==> config.mk <==
export PLATFORM = sky130hd
export DESIGN_NAME = hsstc_top
export DESIGN_NICKNAME = d
export VERILOG_FILES = /design/src/rtl/hsstc_pkg.sv /design/src/rtl/hsstc_top.sv
export SDC_FILE = /design/constraint.sdc
export NUM_CORES = 1
export LEC_CHECK = 0
export BUFFER_PORTS_ARGS = -buffer_cell sky130_fd_sc_hd__buf_2
export CAP_MARGIN = 20
export CORE_ASPECT_RATIO = 1.75
export CORE_UTILIZATION = 50
export CTS_BUF_LIST = sky130_fd_sc_hd__clkbuf_4 sky130_fd_sc_hd__clkbuf_8 sky130_fd_sc_hd__clkbuf_16
export DETAILED_ROUTE_END_ITERATION = 8
export GPL_TIMING_DRIVEN = 0
export PLACE_DENSITY = 0.74
export SLEW_MARGIN = 20
export SYNTH_ARGS = -nofsm -noshare
export SYNTH_HDL_FRONTEND = slang
export SYNTH_SLANG_ARGS = --single-unit
==> constraint.sdc <==
create_clock -name mclk -period 3.5 [get_ports mclk]
set_input_delay 0.525 -clock mclk [delete_from_list [all_inputs] [get_ports mclk]]
set_output_delay 0.525 -clock mclk [all_outputs]
set_load 0.02 [all_outputs]
==> src/rtl/hsstc_pkg.sv <==
/*
  Constants for the high-side switch timer and source control block:
  register addresses, field positions, codes and timer lengths.
  Assumes a 40 MHz mclk.
*/
`default_nettype none
package hsstc_pkg;
  localparam int CLK_HZ = 40000000;
  // Register addresses (7-bit frame address)
  localparam logic [6:0] ADDR_TIMER_SETUP = 7'h0d;
  localparam logic [6:0] ADDR_FAULT_POLICY = 7'h10;
  localparam logic [6:0] ADDR_PAIR_A = 7'h14;
  localparam logic [6:0] ADDR_PAIR_B = 7'h15;
  // Writable bit masks, reserved bits read zero
  localparam logic [7:0] MASK_TIMER = 8'h77;
  localparam logic [7:0] MASK_POLICY = 8'h70;
  localparam logic [7:0] MASK_PAIR = 8'h77;
  localparam logic [7:0] RESET_VALUE = 8'h00;
  // Field positions
  localparam int ON_LSB = 4;
  localparam int PER_LSB = 0;
  localparam int SRC_LO_LSB = 0;
  localparam int SRC_HI_LSB = 4;
  localparam int OV_DIS_BIT = 6;
  localparam int UV_DIS_BIT = 5;
  localparam int REC_EN_BIT = 4;
  // On-time codes
  localparam logic [2:0] ON_OFF_LOW = 3'h0;
  localparam logic [2:0] ON_OFF_HIGH = 3'h6;
  localparam logic [2:0] ON_RESERVED = 3'h7;
  // Source codes
  localparam logic [2:0] SRC_OFF = 3'h0;
  localparam logic [2:0] SRC_ON = 3'h1;
  localparam logic [2:0] SRC_TMR1 = 3'h2;
  localparam logic [2:0] SRC_TMR2 = 3'h3;
  localparam logic [2:0] SRC_FIRST_PWM_CHANNEL = 3'h4;
  localparam logic [2:0] SRC_SECOND_PWM_CHANNEL = 3'h5;
  // On-times in microseconds, periods in milliseconds
  localparam int ON_US_1 = 100;
  localparam int ON_US_2 = 300;
  localparam int ON_US_3 = 1000;
  localparam int ON_US_4 = 10000;
  localparam int ON_US_5 = 20000;
  localparam int PER_MS_0 = 10;
  localparam int PER_MS_1 = 20;
  localparam int PER_MS_2 = 50;
  localparam int PER_MS_3 = 100;
  localparam int PER_MS_4 = 200;
  localparam int PER_MS_5 = 1000;
  localparam int PER_MS_6 = 2000;
  localparam int CYC_PER_US = CLK_HZ / 1000000;
  localparam int CYC_PER_MS = CLK_HZ / 1000;
  localparam int CNT_W = 27;
  typedef enum logic [1:0] {
    HSSTC_IDLE = 2'b01,
    HSSTC_RUN = 2'b10
  } hsstc_tstate_t;
endpackage
`default_nettype wire

==> src/rtl/hsstc_top.sv <==
/*
  Register bank and second cyclic timer for four high-side switch outputs.
  Assumes a decoded register frame (address, write strobe, data) from the
  serial interface, synchronous fault inputs and an external first timer
  and PWM channels.
*/
`default_nettype none
module hsstc_top
  import hsstc_pkg::*;
(
  input wire logic mclk, // 40 MHz clock
  input wire logic rst, // Async reset, active high
  input wire logic clk_en, // Freezes all state when low
  input wire logic restart_state, // Restart mode entry pulse
  input wire logic [6:0] reg_addr, // Frame address
  input wire logic reg_wr, // Write strobe, one cycle
  input wire logic [7:0] reg_wdata, // Frame data byte
  output logic [7:0] reg_rdata, // Read data
  input wire logic first_cyclic_timer, // First timer output
  input wire logic first_pwm_channel, // First PWM output
  input wire logic second_pwm_channel, // Second PWM output
  input wire logic supply_ov, // Switch supply overvoltage
  input wire logic supply_uv, // Switch supply undervoltage
  input wire logic [3:0] switch_fault, // Overcurrent/overtemp per switch
  output logic [3:0] switch_out // Switch drive
);
  logic [7:0] timer_reg;
  logic [7:0] policy_reg;
  logic [7:0] pair_a_reg;
  logic [7:0] pair_b_reg;
  logic [2:0] src [4];
  logic [2:0] second_timer_on_time;
  logic [2:0] second_timer_period;
  logic second_cyclic_timer;
  logic shutdown;
  logic fault_seen_reg;
  logic [3:0] drive;
  logic wr_timer;
  logic cyclic_used;
  logic [CNT_W-1:0] cnt_reg;
  logic [CNT_W-1:0] on_cyc;
  logic [CNT_W-1:0] per_cyc;
  hsstc_tstate_t tstate_reg;

  assign second_timer_on_time = timer_reg[ON_LSB +: 3];
  assign second_timer_period = timer_reg[PER_LSB +: 3];
  assign src[0] = pair_a_reg[SRC_LO_LSB +: 3];
  assign src[1] = pair_a_reg[SRC_HI_LSB +: 3];
  assign src[2] = pair_b_reg[SRC_LO_LSB +: 3];
  assign src[3] = pair_b_reg[SRC_HI_LSB +: 3];
  assign wr_timer = reg_wr && reg_addr == ADDR_TIMER_SETUP;
  assign cyclic_used = (src[0] == SRC_TMR2) || (src[1] == SRC_TMR2) ||
                       (src[2] == SRC_TMR2) || (src[3] == SRC_TMR2);

  // ****************************************
  // Register bank
  // ****************************************
  always_ff @(posedge mclk or posedge rst)
  begin
    if (rst)
    begin
      timer_reg <= RESET_VALUE;
      policy_reg <= RESET_VALUE;
    end
    else if (clk_en)
    begin
      if (restart_state)
      begin
        policy_reg <= policy_reg & MASK_POLICY;
        timer_reg <= RESET_VALUE;
      end
      else
      begin
        if (wr_timer)
          timer_reg <= reg_wdata & MASK_TIMER;
        if (reg_wr && reg_addr == ADDR_FAULT_POLICY)
          policy_reg <= reg_wdata & MASK_POLICY;
      end
    end
  end

  // Hardware fault clear wins over a software write in the same cycle
  always_ff @(posedge mclk or posedge rst)
  begin
    if (rst)
    begin
      pair_a_reg <= RESET_VALUE;
      pair_b_reg <= RESET_VALUE;
    end
    else if (clk_en)
    begin
      if (restart_state)
      begin
        pair_a_reg <= RESET_VALUE;
        pair_b_reg <= RESET_VALUE;
      end
      else
      begin
        pair_a_reg <= ((reg_wr && reg_addr == ADDR_PAIR_A) ? (reg_wdata & MASK_PAIR) : pair_a_reg)
                      & ~{1'b0, {3{switch_fault[1]}}, 1'b0, {3{switch_fault[0]}}};
        pair_b_reg <= ((reg_wr && reg_addr == ADDR_PAIR_B) ? (reg_wdata & MASK_PAIR) : pair_b_reg)
                      & ~{1'b0, {3{switch_fault[3]}}, 1'b0, {3{switch_fault[2]}}};
      end
    end
  end

  // Address decode of the frame; mode bit is handled by the serial front end
  always_comb
  begin
    unique case (reg_addr)
      ADDR_TIMER_SETUP: reg_rdata = timer_reg;
      ADDR_FAULT_POLICY: reg_rdata = policy_reg;
      ADDR_PAIR_A: reg_rdata = pair_a_reg;
      ADDR_PAIR_B: reg_rdata = pair_b_reg;
      default: reg_rdata = RESET_VALUE;
    endcase
  end

  // ****************************************
  // Second cyclic timer
  // ****************************************
  always_comb
  begin
    unique case (second_timer_on_time)
      3'h1: on_cyc = CNT_W'(ON_US_1 * CYC_PER_US);
      3'h2: on_cyc = CNT_W'(ON_US_2 * CYC_PER_US);
      3'h3: on_cyc = CNT_W'(ON_US_3 * CYC_PER_US);
      3'h4: on_cyc = CNT_W'(ON_US_4 * CYC_PER_US);
      3'h5: on_cyc = CNT_W'(ON_US_5 * CYC_PER_US);
      default: on_cyc = '0;
    endcase
    unique case (second_timer_period)
      3'h0: per_cyc = CNT_W'(PER_MS_0 * CYC_PER_MS);
      3'h1: per_cyc = CNT_W'(PER_MS_1 * CYC_PER_MS);
      3'h2: per_cyc = CNT_W'(PER_MS_2 * CYC_PER_MS);
      3'h3: per_cyc = CNT_W'(PER_MS_3 * CYC_PER_MS);
      3'h4: per_cyc = CNT_W'(PER_MS_4 * CYC_PER_MS);
      3'h5: per_cyc = CNT_W'(PER_MS_5 * CYC_PER_MS);
      3'h6: per_cyc = CNT_W'(PER_MS_6 * CYC_PER_MS);
      default: per_cyc = CNT_W'(PER_MS_6 * CYC_PER_MS);
    endcase
  end

  function automatic logic on_cyc_w(input logic [2:0] code);
    on_cyc_w = code != ON_OFF_LOW && code != ON_OFF_HIGH && code != ON_RESERVED;
  endfunction

  // Rewriting the register restarts the cycle from the period start
  always_ff @(posedge mclk or posedge rst)
  begin
    if (rst)
    begin
      tstate_reg <= HSSTC_IDLE;
      cnt_reg <= '0;
    end
    else if (clk_en)
    begin
      unique case (tstate_reg)
        HSSTC_IDLE:
          if (wr_timer && !restart_state && on_cyc_w(reg_wdata[ON_LSB +: 3]))
          begin
            tstate_reg <= HSSTC_RUN;
            cnt_reg <= '0;
          end
        HSSTC_RUN:
          if (on_cyc == '0 || restart_state)
            tstate_reg <= HSSTC_IDLE;
          else if (wr_timer)
            cnt_reg <= '0;
          else if (cnt_reg >= per_cyc - CNT_W'(1))
            cnt_reg <= '0;
          else
            cnt_reg <= cnt_reg + CNT_W'(1);
      endcase
    end
  end

  always_comb
  begin
    if (second_timer_on_time == ON_OFF_HIGH)
      second_cyclic_timer = 1'b1;
    else if (tstate_reg == HSSTC_RUN && on_cyc != '0)
      second_cyclic_timer = cnt_reg < on_cyc;
    else
      second_cyclic_timer = 1'b0;
  end

  // ****************************************
  // Source select and supply fault policy
  // ****************************************
  assign shutdown = (supply_ov && !policy_reg[OV_DIS_BIT]) ||
                    (supply_uv && !policy_reg[UV_DIS_BIT]);

  // Latches that a shutdown happened so recovery can be withheld
  always_ff @(posedge mclk or posedge rst)
  begin
    if (rst)
      fault_seen_reg <= 1'b0;
    else if (clk_en)
    begin
      if (shutdown)
        fault_seen_reg <= 1'b1;
      else if (policy_reg[REC_EN_BIT] || restart_state)
        fault_seen_reg <= 1'b0;
    end
  end

  genvar gi;
  generate
    for (gi = 0; gi < 4; gi++)
    begin : g_sw
      always_comb
      begin
        unique case (src[gi])
          SRC_OFF: drive[gi] = 1'b0;
          SRC_ON: drive[gi] = 1'b1;
          SRC_TMR1: drive[gi] = first_cyclic_timer;
          SRC_TMR2: drive[gi] = second_cyclic_timer;
          SRC_FIRST_PWM_CHANNEL: drive[gi] = first_pwm_channel;
          SRC_SECOND_PWM_CHANNEL: drive[gi] = second_pwm_channel;
          default: drive[gi] = 1'b0;
        endcase
      end
      always_ff @(posedge mclk or posedge rst)
      begin
        if (rst)
          switch_out[gi] <= 1'b0;
        else if (clk_en)
          switch_out[gi] <= drive[gi] && !shutdown && !fault_seen_reg;
      end
    end
  endgenerate

  // ****************************************
  // Checks
  // ****************************************
  property p_reserved_zero;
    @(posedge mclk) disable iff (rst) (reg_rdata & ~(MASK_TIMER | MASK_POLICY)) == 8'h00;
  endproperty
  a_reserved_zero: assert property (p_reserved_zero) else $error("reserved bit read nonzero");
  property p_ov_off;
    @(posedge mclk) disable iff (rst) clk_en && supply_ov && !policy_reg[OV_DIS_BIT] |=> switch_out == 4'h0;
  endproperty
  a_ov_off: assert property (p_ov_off) else $error("switch on during overvoltage");
  property p_uv_off;
    @(posedge mclk) disable iff (rst) clk_en && supply_uv && !policy_reg[UV_DIS_BIT] |=> switch_out == 4'h0;
  endproperty
  a_uv_off: assert property (p_uv_off) else $error("switch on during undervoltage");
  property p_no_recover;
    @(posedge mclk) disable iff (rst) clk_en && shutdown && !policy_reg[REC_EN_BIT] ##1 clk_en && !restart_state
      |=> switch_out == 4'h0;
  endproperty
  a_no_recover: assert property (p_no_recover) else $error("switch recovered without enable");
  property p_fault_clear;
    @(posedge mclk) disable iff (rst) clk_en && switch_fault[0] |=> src[0] == SRC_OFF;
  endproperty
  a_fault_clear: assert property (p_fault_clear) else $error("fault did not clear source");
  property p_restart;
    @(posedge mclk) disable iff (rst) clk_en && restart_state |=> timer_reg == 8'h00 && pair_a_reg == 8'h00
      && pair_b_reg == 8'h00 && policy_reg == $past(policy_reg);
  endproperty
  a_restart: assert property (p_restart) else $error("restart clear wrong");
  property p_start;
    @(posedge mclk) disable iff (rst) clk_en && wr_timer && !restart_state && reg_wdata[ON_LSB +: 3] == 3'h1
      |=> tstate_reg == HSSTC_RUN ##0 second_cyclic_timer;
  endproperty
  a_start: assert property (p_start) else $error("timer did not start");
  property p_high_code;
    @(posedge mclk) disable iff (rst) second_timer_on_time == ON_OFF_HIGH |-> second_cyclic_timer;
  endproperty
  a_high_code: assert property (p_high_code) else $error("off-high code not high");
  property p_low_code;
    @(posedge mclk) disable iff (rst) second_timer_on_time == ON_OFF_LOW |-> !second_cyclic_timer;
  endproperty
  a_low_code: assert property (p_low_code) else $error("off-low code not low");
  property p_on_src;
    @(posedge mclk) disable iff (rst) clk_en && src[0] == SRC_ON && !shutdown && !fault_seen_reg |=> switch_out[0];
  endproperty
  a_on_src: assert property (p_on_src) else $error("forced-on switch is off");
  c_timer_run: cover property (@(posedge mclk) disable iff (rst) tstate_reg == HSSTC_RUN && second_cyclic_timer);
  c_shutdown: cover property (@(posedge mclk) disable iff (rst) shutdown && switch_out == 4'h0);
  c_fault: cover property (@(posedge mclk) disable iff (rst) |switch_fault);
  c_restart_cyclic: cover property (@(posedge mclk) disable iff (rst) restart_state && cyclic_used);
endmodule
`default_nettype wire

# --- Yosys cells after proc, flatten, opt, wreduce, memory -nomap -nowiden ---
# Cells that the tools add are included.
word_totals:
  ff_bits: 66
  out_inout_bits: 12
  wordCells: 130
classes:
  addsub: 2
  n_lt_le_gt_ge: 2
  eq_ne: 42
  n_mux: 27
  bitwise: 5
  n_reduce_logical: 40
op_table:
  columns: ["op", "n"]
  rows:
  - ["$pmux 27 s6", 1]
  - ["$mux 27", 4]
  - ["$pmux 20 s5", 1]
  - ["$mux 8", 8]
  - ["$pmux 27 s2", 1]
  - ["$eq 3x3->1 const B", 13]
  - ["$eq 3x2->1 const B", 12]
  - ["$pmux 8 s4", 1]
  - ["$add 27x1->27 const B", 1]
  - ["$ge 27x27->1", 1]
  - ["$logic_not 27->1", 1]
  - ["$lt 27x27->1", 1]
  - ["$reduce_bool 27->1", 1]
  - ["$sub 27x1->27 const B", 1]
  - ["$eq 7x5->1 const B", 3]
  - ["$pmux 1 s5", 4]
  - ["$logic_and 1x1->1", 19]
  - ["$eq 3x1->1 const B", 6]
  - ["$and 8x8->8", 2]
  - ["$not 7->8", 2]
  - ["$reduce_and 3->1", 3]
  - ["$eq 7x4->1 const B", 1]
  - ["$ne 2x2->1 const B", 3]
  - ["$ne 3x3->1 const B", 2]
  - ["12 further kinds", 26]

# --- Longest topological paths before layout ---
# Gate-level depths: netlist of the first run.
depth:
  word_depth: 9
  depth_mapped: 15
  depth_no_buf: 12

# --- Worst setup path after synthesis of the first run ---
# OpenSTA, ideal clock, no wires.
synth_timing:
  path_kind: "register to register"
  startpoint: "register timer_reg[0]"
  endpoint: "register cnt_reg[5]"
  arrival_ps: 2858
  required_ps: 3379
  setup_slack_ps: 521
  stages_incl_launch_ff: 16
  cell_sequence: "dfrtp_1 -> clkbuf_1 -> nor2_1 -> inv_1 -> ha_1 -> o21ai_0 -> a21oi_1 -> ha_1 -> nand4_1 -> nor4_1 -> o221ai_1 -> nand4_1 -> clkbuf_1 -> clkbuf_1 -> o21ai_0 -> a22o_1"
synth_between:
  elab_chain_len: 8
  word_cells_on_any_way: 13
  cone_classes: "add/sub: 1; order compare: 1; eq/ne: 5; mux: 5; reduce/logical: 1"
synth_lines:
  columns: ["item", "line", "rtl"]
  rows:
  - ["from (decl)", "hsstc_top.sv:27", "logic [7:0] timer_reg;"]
  - ["from (signal assigned)", "hsstc_top.sv:75", "timer_reg <= reg_wdata & MASK_TIMER;"]
  - ["$eq 3x3->1, or another cell as far along", "hsstc_top.sv:132", "unique case (second_timer_period)"]
  - ["$pmux 27 s6 *", "hsstc_top.sv:132", null]
  - ["$sub 27x1->27 *", "hsstc_top.sv:170", "else if (cnt_reg >= per_cyc - CNT_W'(1))"]
  - ["$ge 27x27->1 *", "hsstc_top.sv:170", null]
  - ["$mux 27 *", "hsstc_top.sv:170", null]
  - ["$mux 27 *", "hsstc_top.sv:168", "else if (wr_timer)"]
  - ["$mux 27 *", "hsstc_top.sv:166", "if (on_cyc == '0 || restart_state)"]
  - ["$pmux 27 s2 *", "hsstc_top.sv:158", "unique case (tstate_reg)"]
  - ["to (signal assigned)", "hsstc_top.sv:173", "cnt_reg <= cnt_reg + CNT_W'(1);"]
  - ["to (decl)", "hsstc_top.sv:40", "logic [CNT_W-1:0] cnt_reg;"]
# Every way passes the cells marked *; elsewhere a longest branch is shown, timed or not. The select of a mux whose other input is x is not followed.
# A chain may end at the register's enable or synchronous reset.

# --- Worst setup path after layout of the first run ---
layout_timing:
  startpoint: "register timer_reg[5]"
  endpoint: "register cnt_reg[20]"
layout_between:
  elab_chain_len: 6
  word_cells_on_any_way: 10
  cone_classes: "eq/ne: 6; mux: 1; reduce/logical: 3"
layout_lines:
  columns: ["item", "line", "rtl"]
  rows:
  - ["$eq 3x3->1, or another cell as far along", "hsstc_top.sv:124", "unique case (second_timer_on_time)"]
  - ["$pmux 20 s5 *", "hsstc_top.sv:124", null]
  - ["$logic_not 27->1 *", "hsstc_top.sv:166", null]
  - ["$logic_or 1x1->1 *", "hsstc_top.sv:166", null]
  - ["$ne 2x2->1 (no line) *", null, null]
  - ["$reduce_and 3->1 (no line) *", null, null]
# Every way passes the cells marked *; elsewhere a longest branch is shown, timed or not.

==> results of run 1 <==
-- worst max-delay path by stage --
stage	start	cells after the start	endpoint	slack (ns)
floorplan	timer_reg[0]	15	cnt_reg[5]	0.52
CTS	timer_reg[0]	15	cnt_reg[21]	-0.003
detailed placement	timer_reg[0]	15	cnt_reg[5]	-0.28
global placement	timer_reg[0]	15	cnt_reg[7]	-0.28
finish	timer_reg[5]	9	cnt_reg[20]	0.24
global route	timer_reg[0]	15	cnt_reg[21]	-0.01
-- routing by layer --
layer  vias to the layer above  part of all wire  track usage  wire, um
met3                        56             0.038       0.0367       451
li1                       1914                 -            -         -
met1                      1888              0.36        0.275      4320
met5                         -                 0            0         0
met4                         0             0.074        0.211       873
met2                       162              0.52        0.533      6230
-- layout make-up --
type | count | area, um^2 | share of cell area
flip-flops and latches | 55 | 1380 | 0.294
repair buffers | 35 | 175 | 0.0374
clock buffers | 8 | 160 | 0.0342
plain buffers | 20 | 100 | 0.0214
inverters | 30 | 115 | 0.0246
well taps | 90 | 113 | 0.0241
multi-input cells | 385 | 2640 | 0.564
-- worst max-delay path, delay by kind of cell (launching register included) --
family | cells | cell delay (ns)
adders and majority gates | 1 | 0.39
and+or+nand+nor | 1 | 0.58
AOI/OAI and AO/OA | 4 | 0.81
DFF | 1 | 0.38
buffers and inverters | 3 | 0.98
-- cell usage in the layout, fill, tap and decap left out, types with 11 or more instances in the layout --
cell and count:
dfrtp_1 54, and3_1 11, buf_2 38, a22o_1 40
ha_1 37, a21oi_1 17, nand2b_1 12, nor2b_1 14
inv_1 29, nand3_1 14, nor2_1 35, o21ai_0 39
nor3_1 23, nand2_1 37
-- cells by family after synthesis --
kind of cell	synth area share
other cells	0.00179
buf+inv	0.0477
compound gates	0.250
fa+ha+maj	0.110
flops	0.328
mux	0.0179
simple gates	0.237
xor+xnor	0.00834
-- timing repair --
item | CTS | global route
resized for setup | 4 | 11
pin swaps | 0 | 1
endpoints found under the setup margin | 26 | 27
cloned | 0 | 0
hold buffers | 0 | 0
-- per-stage QoR --
step           worst slack (ns)  utilization  total power, mW  hold slack, ns
2_1_floorplan             0.521            -            0.948           0.467
3_3_place_gp             -0.278        0.560             1.07           0.484
3_5_place_dp             -0.278        0.561             1.08           0.491
4_1_cts                -0.00324        0.582             1.63           0.379
5_1_grt                 -0.0102        0.584             1.70           0.395
6_report                  0.242        0.584             1.64           0.333
-- power breakdown --
group	leakage, nW	switching (mW)	internal (mW)
Combinational	1.33	0.277	0.127
Clock	0.0806	0.233	0.313
Sequential	0.757	0.0266	0.665
Total	2.17	0.537	1.11
==> impl_results.md, run 1 <==
* Fin. max-slew vios at 0
* Dpl cells at 615
* Final period util at 0.931
* DP Wirelength at 9070 um
* Critical path endpoint category: flop
* Share of layout cells above drive strength 1 at 0.133
* Clock period minus worst slack at 3.26 ns
* Core area at 0.00802 mm^2
* R2R Path End: cnt_reg[20]
* Worst clock skew at 0.00279 ns
* CP peak stage delay at 0.58 ns
* CP cell instances: clkbuf_1, inv_1, ha_1, o211ai_1, a21oi_1, nor2_1, clkbuf_1, o21ai_0, a22o_1
* RSZ-0062 raised after global routing: true
* Pwr/cell area at 351 mW/mm^2
* Critical Path Start Type: flop
* Clk slew on worst S/H paths at 0.07 ns
* VDD IR max at 222 uV
* Final count of negative-setup-slack endpoints at 0
* Post-synth top area cell: dfrtp_1
* Syn Area/Cell at 8.59 um^2
* FP Rows at 43
* Netlist cell types at 63
* Die Span Y at 123 um
* Number of warnings issued by yosys at 0
* Rel. slew slack at 0.491
* Most frequent CP cell: clkbuf_1
* Clk sink count at 55
* Post-Syn Instances at 489
* Number of global-route vias before repair at 3941
* Die area at 0.00879 mm^2
* Tightest Pin Transition at 0.757 ns
* Chip width at 71.3 um
* ANT cells at 0
* TritonCTS clock tree: built
* Clock buffer depth at 2
* Clock Latency Late Sink at 0.30 ns
* LEAKAGE at 2.17 nW
* Non-Filler Instances at 623
* Area post-placement at 0.00449 mm^2
* Synth area leaders: dfrtp_1 (32%), ha_1 (11%), a22o_1 (8.3%)
* Count leader, synth: dfrtp_1
* Wirelength, routed at 11900 um
* Max cap viols at 0
* Gr usage total at 0.283
* Pre-Repair DR Iteration Count at 5
* DRC Markers at 0
* Synth cell count leaders: dfrtp_1 (54), a22o_1 (40), o21ai_0 (39), ha_1 (37), nand2_1 (37)
* Hold Path Class: in2async
* CP required at 3.69 ns
* Area Overhead vs Synth at 11.5%
* Setup_tns at 0 ns
* CTS buffer count at 5
* Post-route ant nets at 0
* GP Congestion at 0.891
* Post-route cell area at 0.00468 mm^2
* Ys async rst share at 1.00
* Main flop type after synthesis: dfrtp_1
* Via Count at 4020
* Outcome: finished clean
* Nets@finish at 598
* Max stage delay cell, worst path: nor2_1
* Synthesized area at 0.00420 mm^2
* WS Path Type: reg2reg
* Starting Density at 0.524
* First-pass GRT wire length at 18900 um
* Yosys top cell area share at 0.322
* Drt wl/cell at 19.1 um
* WP data arrival at 3.45 ns
* Via-per-instance ratio at 6.45
* R2R cell count at 9
* Max FFs per register at 27
* Iteration-0 DRC Markers at 384
* Slack of the worst reg-to-reg path at 0.24 ns
* H-tree lvl count at 2
* Port Buffers at 35
* Post-synth EDFFs at 0
* CP Max Fanout at 10
* Final Hold Viols at 0
* Total gr overflow at 0
* Register area share after synthesis at 0.328
* Fill cells at 715
* Largest net degree at the start of global routing at 56
* I/O pin cnt at 41
* Crit Reg-Reg Startpoint: timer_reg[5]
* Root Buffer: clkbuf_16
* Synth Register Bits at 55
* Setup bufs post-CTS at 0
* F_max at 0.307 GHz
* Antenna violations before repair at 0
No activity file was read; power rests on OpenSTA's default activity.
==> run 2: changes to the inputs <==
Settings changed: CELL_PAD_IN_SITES_DETAIL_PLACEMENT set to 1, CELL_PAD_IN_SITES_GLOBAL_PLACEMENT set to 2, CORE_UTILIZATION 50 to 37, HOLD_SLACK_MARGIN set to 0.05, PLACE_DENSITY 0.74 to 0.86.
==> run 2 against run 1 <==
Effect of this change:
- hold slack lost 0.22 ns
- sequential share of layout area fell by 0.52 points
- setup slack got worse by 0.065 ns
- sequential cell count unchanged
- register-to-register slack got worse by 0.07 ns
- maximum frequency is 2.0% lower
- count of clock-buffer cells in the layout down 2
- via count is 1.2% higher
- sequential power about the same
- critical path depth grew 6
- final area rose by 1.8%
- critical endpoint is now cnt_reg[7]
- highest routed layer unchanged
==> impl_results.md, run 2 (synthesized netlist as in run 1, its figures left out) <==
* Number of global-route vias before repair at 4352 (+10%)
* CP peak stage delay at 0.38 ns (-0.20 ns)
* GRT busiest layer: met2
* Largest net degree at the start of global routing at 49 (-13%)
* Clock buffer depth at 2 (unchanged)
* Final Hold Viols at 0 (unchanged)
* Die Span Y at 143 um (+16%)
* Met3 Use GR at 0.0300 (-0.00664)
* Chip width at 82.5 um (+16%)
* Fill cells at 1406 (+97%)
* Post-Place Setup Slack at -0.386 ns (-0.109 ns)
* Max FFs per register at 27 (unchanged)
* Setup bufs post-CTS at 0 (unchanged)
* Final WS setup at 0.177 ns (-0.0653 ns)
* Final count of negative-setup-slack endpoints at 0 (unchanged)
* Hold Path Class: in2async
* Outcome: finished clean
* LEAKAGE at 2.18 nW (+0.50%)
* Clk slew on worst S/H paths at 0.07 ns (about the same)
* CP Buf/Inv Count at 4 (+1)
* Starting Density at 0.378 (-0.146)
* DP Wirelength at 11000 um (+21%)
* Clock period minus worst slack at 3.32 ns (+0.0653 ns)
* Critical path endpoint category: flop
* Critical Path Start Type: flop
* Iteration-0 DRC Markers at 89 (-77%)
* Via-per-instance ratio at 6.12 (-5.2%)
* Gr usage total at 0.255 (-0.0274)
* FP Rows at 51 (+19%)
* WS Path Type: reg2reg
* Pre-Repair DR Iteration Count at 4 (-1)
* Fin. max-slew vios at 0 (unchanged)
* Area Overhead vs Synth at 13.5%
* Antenna violations before repair at 0 (unchanged)
* Final period util at 0.950 (+0.0187)
* Clock Latency Late Sink at 0.30 ns (about the same)
* First-pass GRT wire length at 22200 um (+18%)
* Drt wl/cell at 20.8 um (+9.3%)
* Total gr overflow at 0 (unchanged)
* DRC Markers at 0 (unchanged)
* TritonCTS clock tree: built
* WP data arrival at 3.51 ns (+0.06 ns)
* Nets@finish at 599 (+0.17%)
* CP delay by family, top: compound AO/OA/AOI/OAI gates
* Via Count at 4067 (+1.2%)
* F_max at 0.301 GHz (-2.0%)
* Wirelength, routed at 13800 um (+17%)
* Commonest non-fill, non-tap cell in the layout: dfrtp_1
* Tightest Pin Transition at 0.715 ns (-0.0426 ns)
* Root Buffer: clkbuf_16
* Commonest non-fill, non-tap cells in the layout: dfrtp_1 (54), a22o_1 (40), o21ai_0 (39)
* Dpl cells at 658 (+7.0%)
* Area post-placement at 0.00457 mm^2 (+1.8%)
* Core area at 0.0111 mm^2 (+39%)
* Max cap viols at 0 (unchanged)
* Worst clock skew at 0.00444 ns (+0.00166 ns)
* Post-route cell area at 0.00477 mm^2 (+1.8%)
* CTS resizes at 6 (+2)
* GR Util met1 at 0.259 (-0.0161)
* Final core occ at 0.429 (-0.155)
* Pwr/cell area at 345 mW/mm^2 (-1.7%)
* GP Congestion at 0.889 (-0.19%)
* Post-route ant nets at 0 (unchanged)
* CP cell instances: clkbuf_2, nor2_2, inv_1, ha_1, o21ai_0, a21oi_1, ha_1, nand4_1, nor4_4, o221ai_1, nand4_1, clkbuf_4, clkbuf_4, o21ai_0, a22o_1
* Cts hold-fix bufs at 0 (unchanged)
* Rel. slew slack at 0.519 (+0.0279)
* ANT cells at 0 (unchanged)
* Max stage delay cell, worst path: dfrtp_1
* CP Max Fanout at 10 (unchanged)
* Die area at 0.0118 mm^2 (+34%)
* I/O pin cnt at 41 (unchanged)
* CTS buffer count at 5 (unchanged)
* Port Buffers at 35 (unchanged)
* Met2 Use GR at 0.472 (-0.0608)
* H-tree lvl count at 2 (unchanged)
* VDD IR max at 220 uV (-0.54%)
* Clk sink count at 55 (unchanged)
* CP required at 3.69 ns (about the same)
* Share of layout cells above drive strength 1 at 0.139 (+0.00563)
* Non-Filler Instances at 665 (+6.7%)
## run 2: cell types whose count changed in the layout (fill, tap and decap cells not counted), sizes merged
cell / change
clkbuf: -1
clkinv: +1
## run 2: final cells by class
| cell class | count | area (um^2) | share of cell area |
|---|---|---|---|
| multi-input combinational | 385 | 2660 | 0.558 |
| sequential | 55 | 1380 | 0.289 |
| timing repair buffer | 36 | 203 | 0.0425 |
| tap | 132 | 165 | 0.0347 |
| clock buffer | 6 | 139 | 0.0291 |
| inverter | 30 | 115 | 0.0242 |
| buffer | 20 | 104 | 0.0218 |
| clock inverter | 1 | 5.00 | 0.00105 |
## run 2: per-stage QoR
stage | hold slack [ns] | TNS [ns] | power (mW)
4_1_cts | 0.113 | 0 | 1.65
3_3_place_gp | 0.486 | -3.58 | 1.09
5_1_grt | 0.113 | -1.11 | 1.73
6_report | 0.112 | 0 | 1.64
3_5_place_dp | 0.435 | -5.45 | 1.11
2_1_floorplan | 0.467 | 0 | 0.948
## run 2: path summary, 6_finish.rpt
path	from	end	slack (ns)	cells after the start
setup / recovery	timer_reg[0]	cnt_reg[7]	0.18	15
hold / removal	rst	policy_reg[6]	0.11	2
setup reg to reg	timer_reg[0]	cnt_reg[7]	0.18	15
hold reg to reg	fault_seen_reg	fault_seen_reg	0.51	1
max in group asynchronous	rst	tstate_reg[0]	2.86	3
min in group mclk	reg_wdata[2]	pair_b_reg[2]	0.48	2
## run 2: where the power goes
part,total [mW],switching [mW],internal [mW]
Clock,0.525,0.244,0.281
Sequential,0.691,0.0258,0.665
Combinational,0.429,0.291,0.137
## run 2: per-layer routing
metal,share of wire,wire length [um],vias up
li1,-,-,1915
met1,0.37,5170,2011
met2,0.54,7410,94
met3,0.024,327,47
met4,0.068,944,0
met5,0,0,-
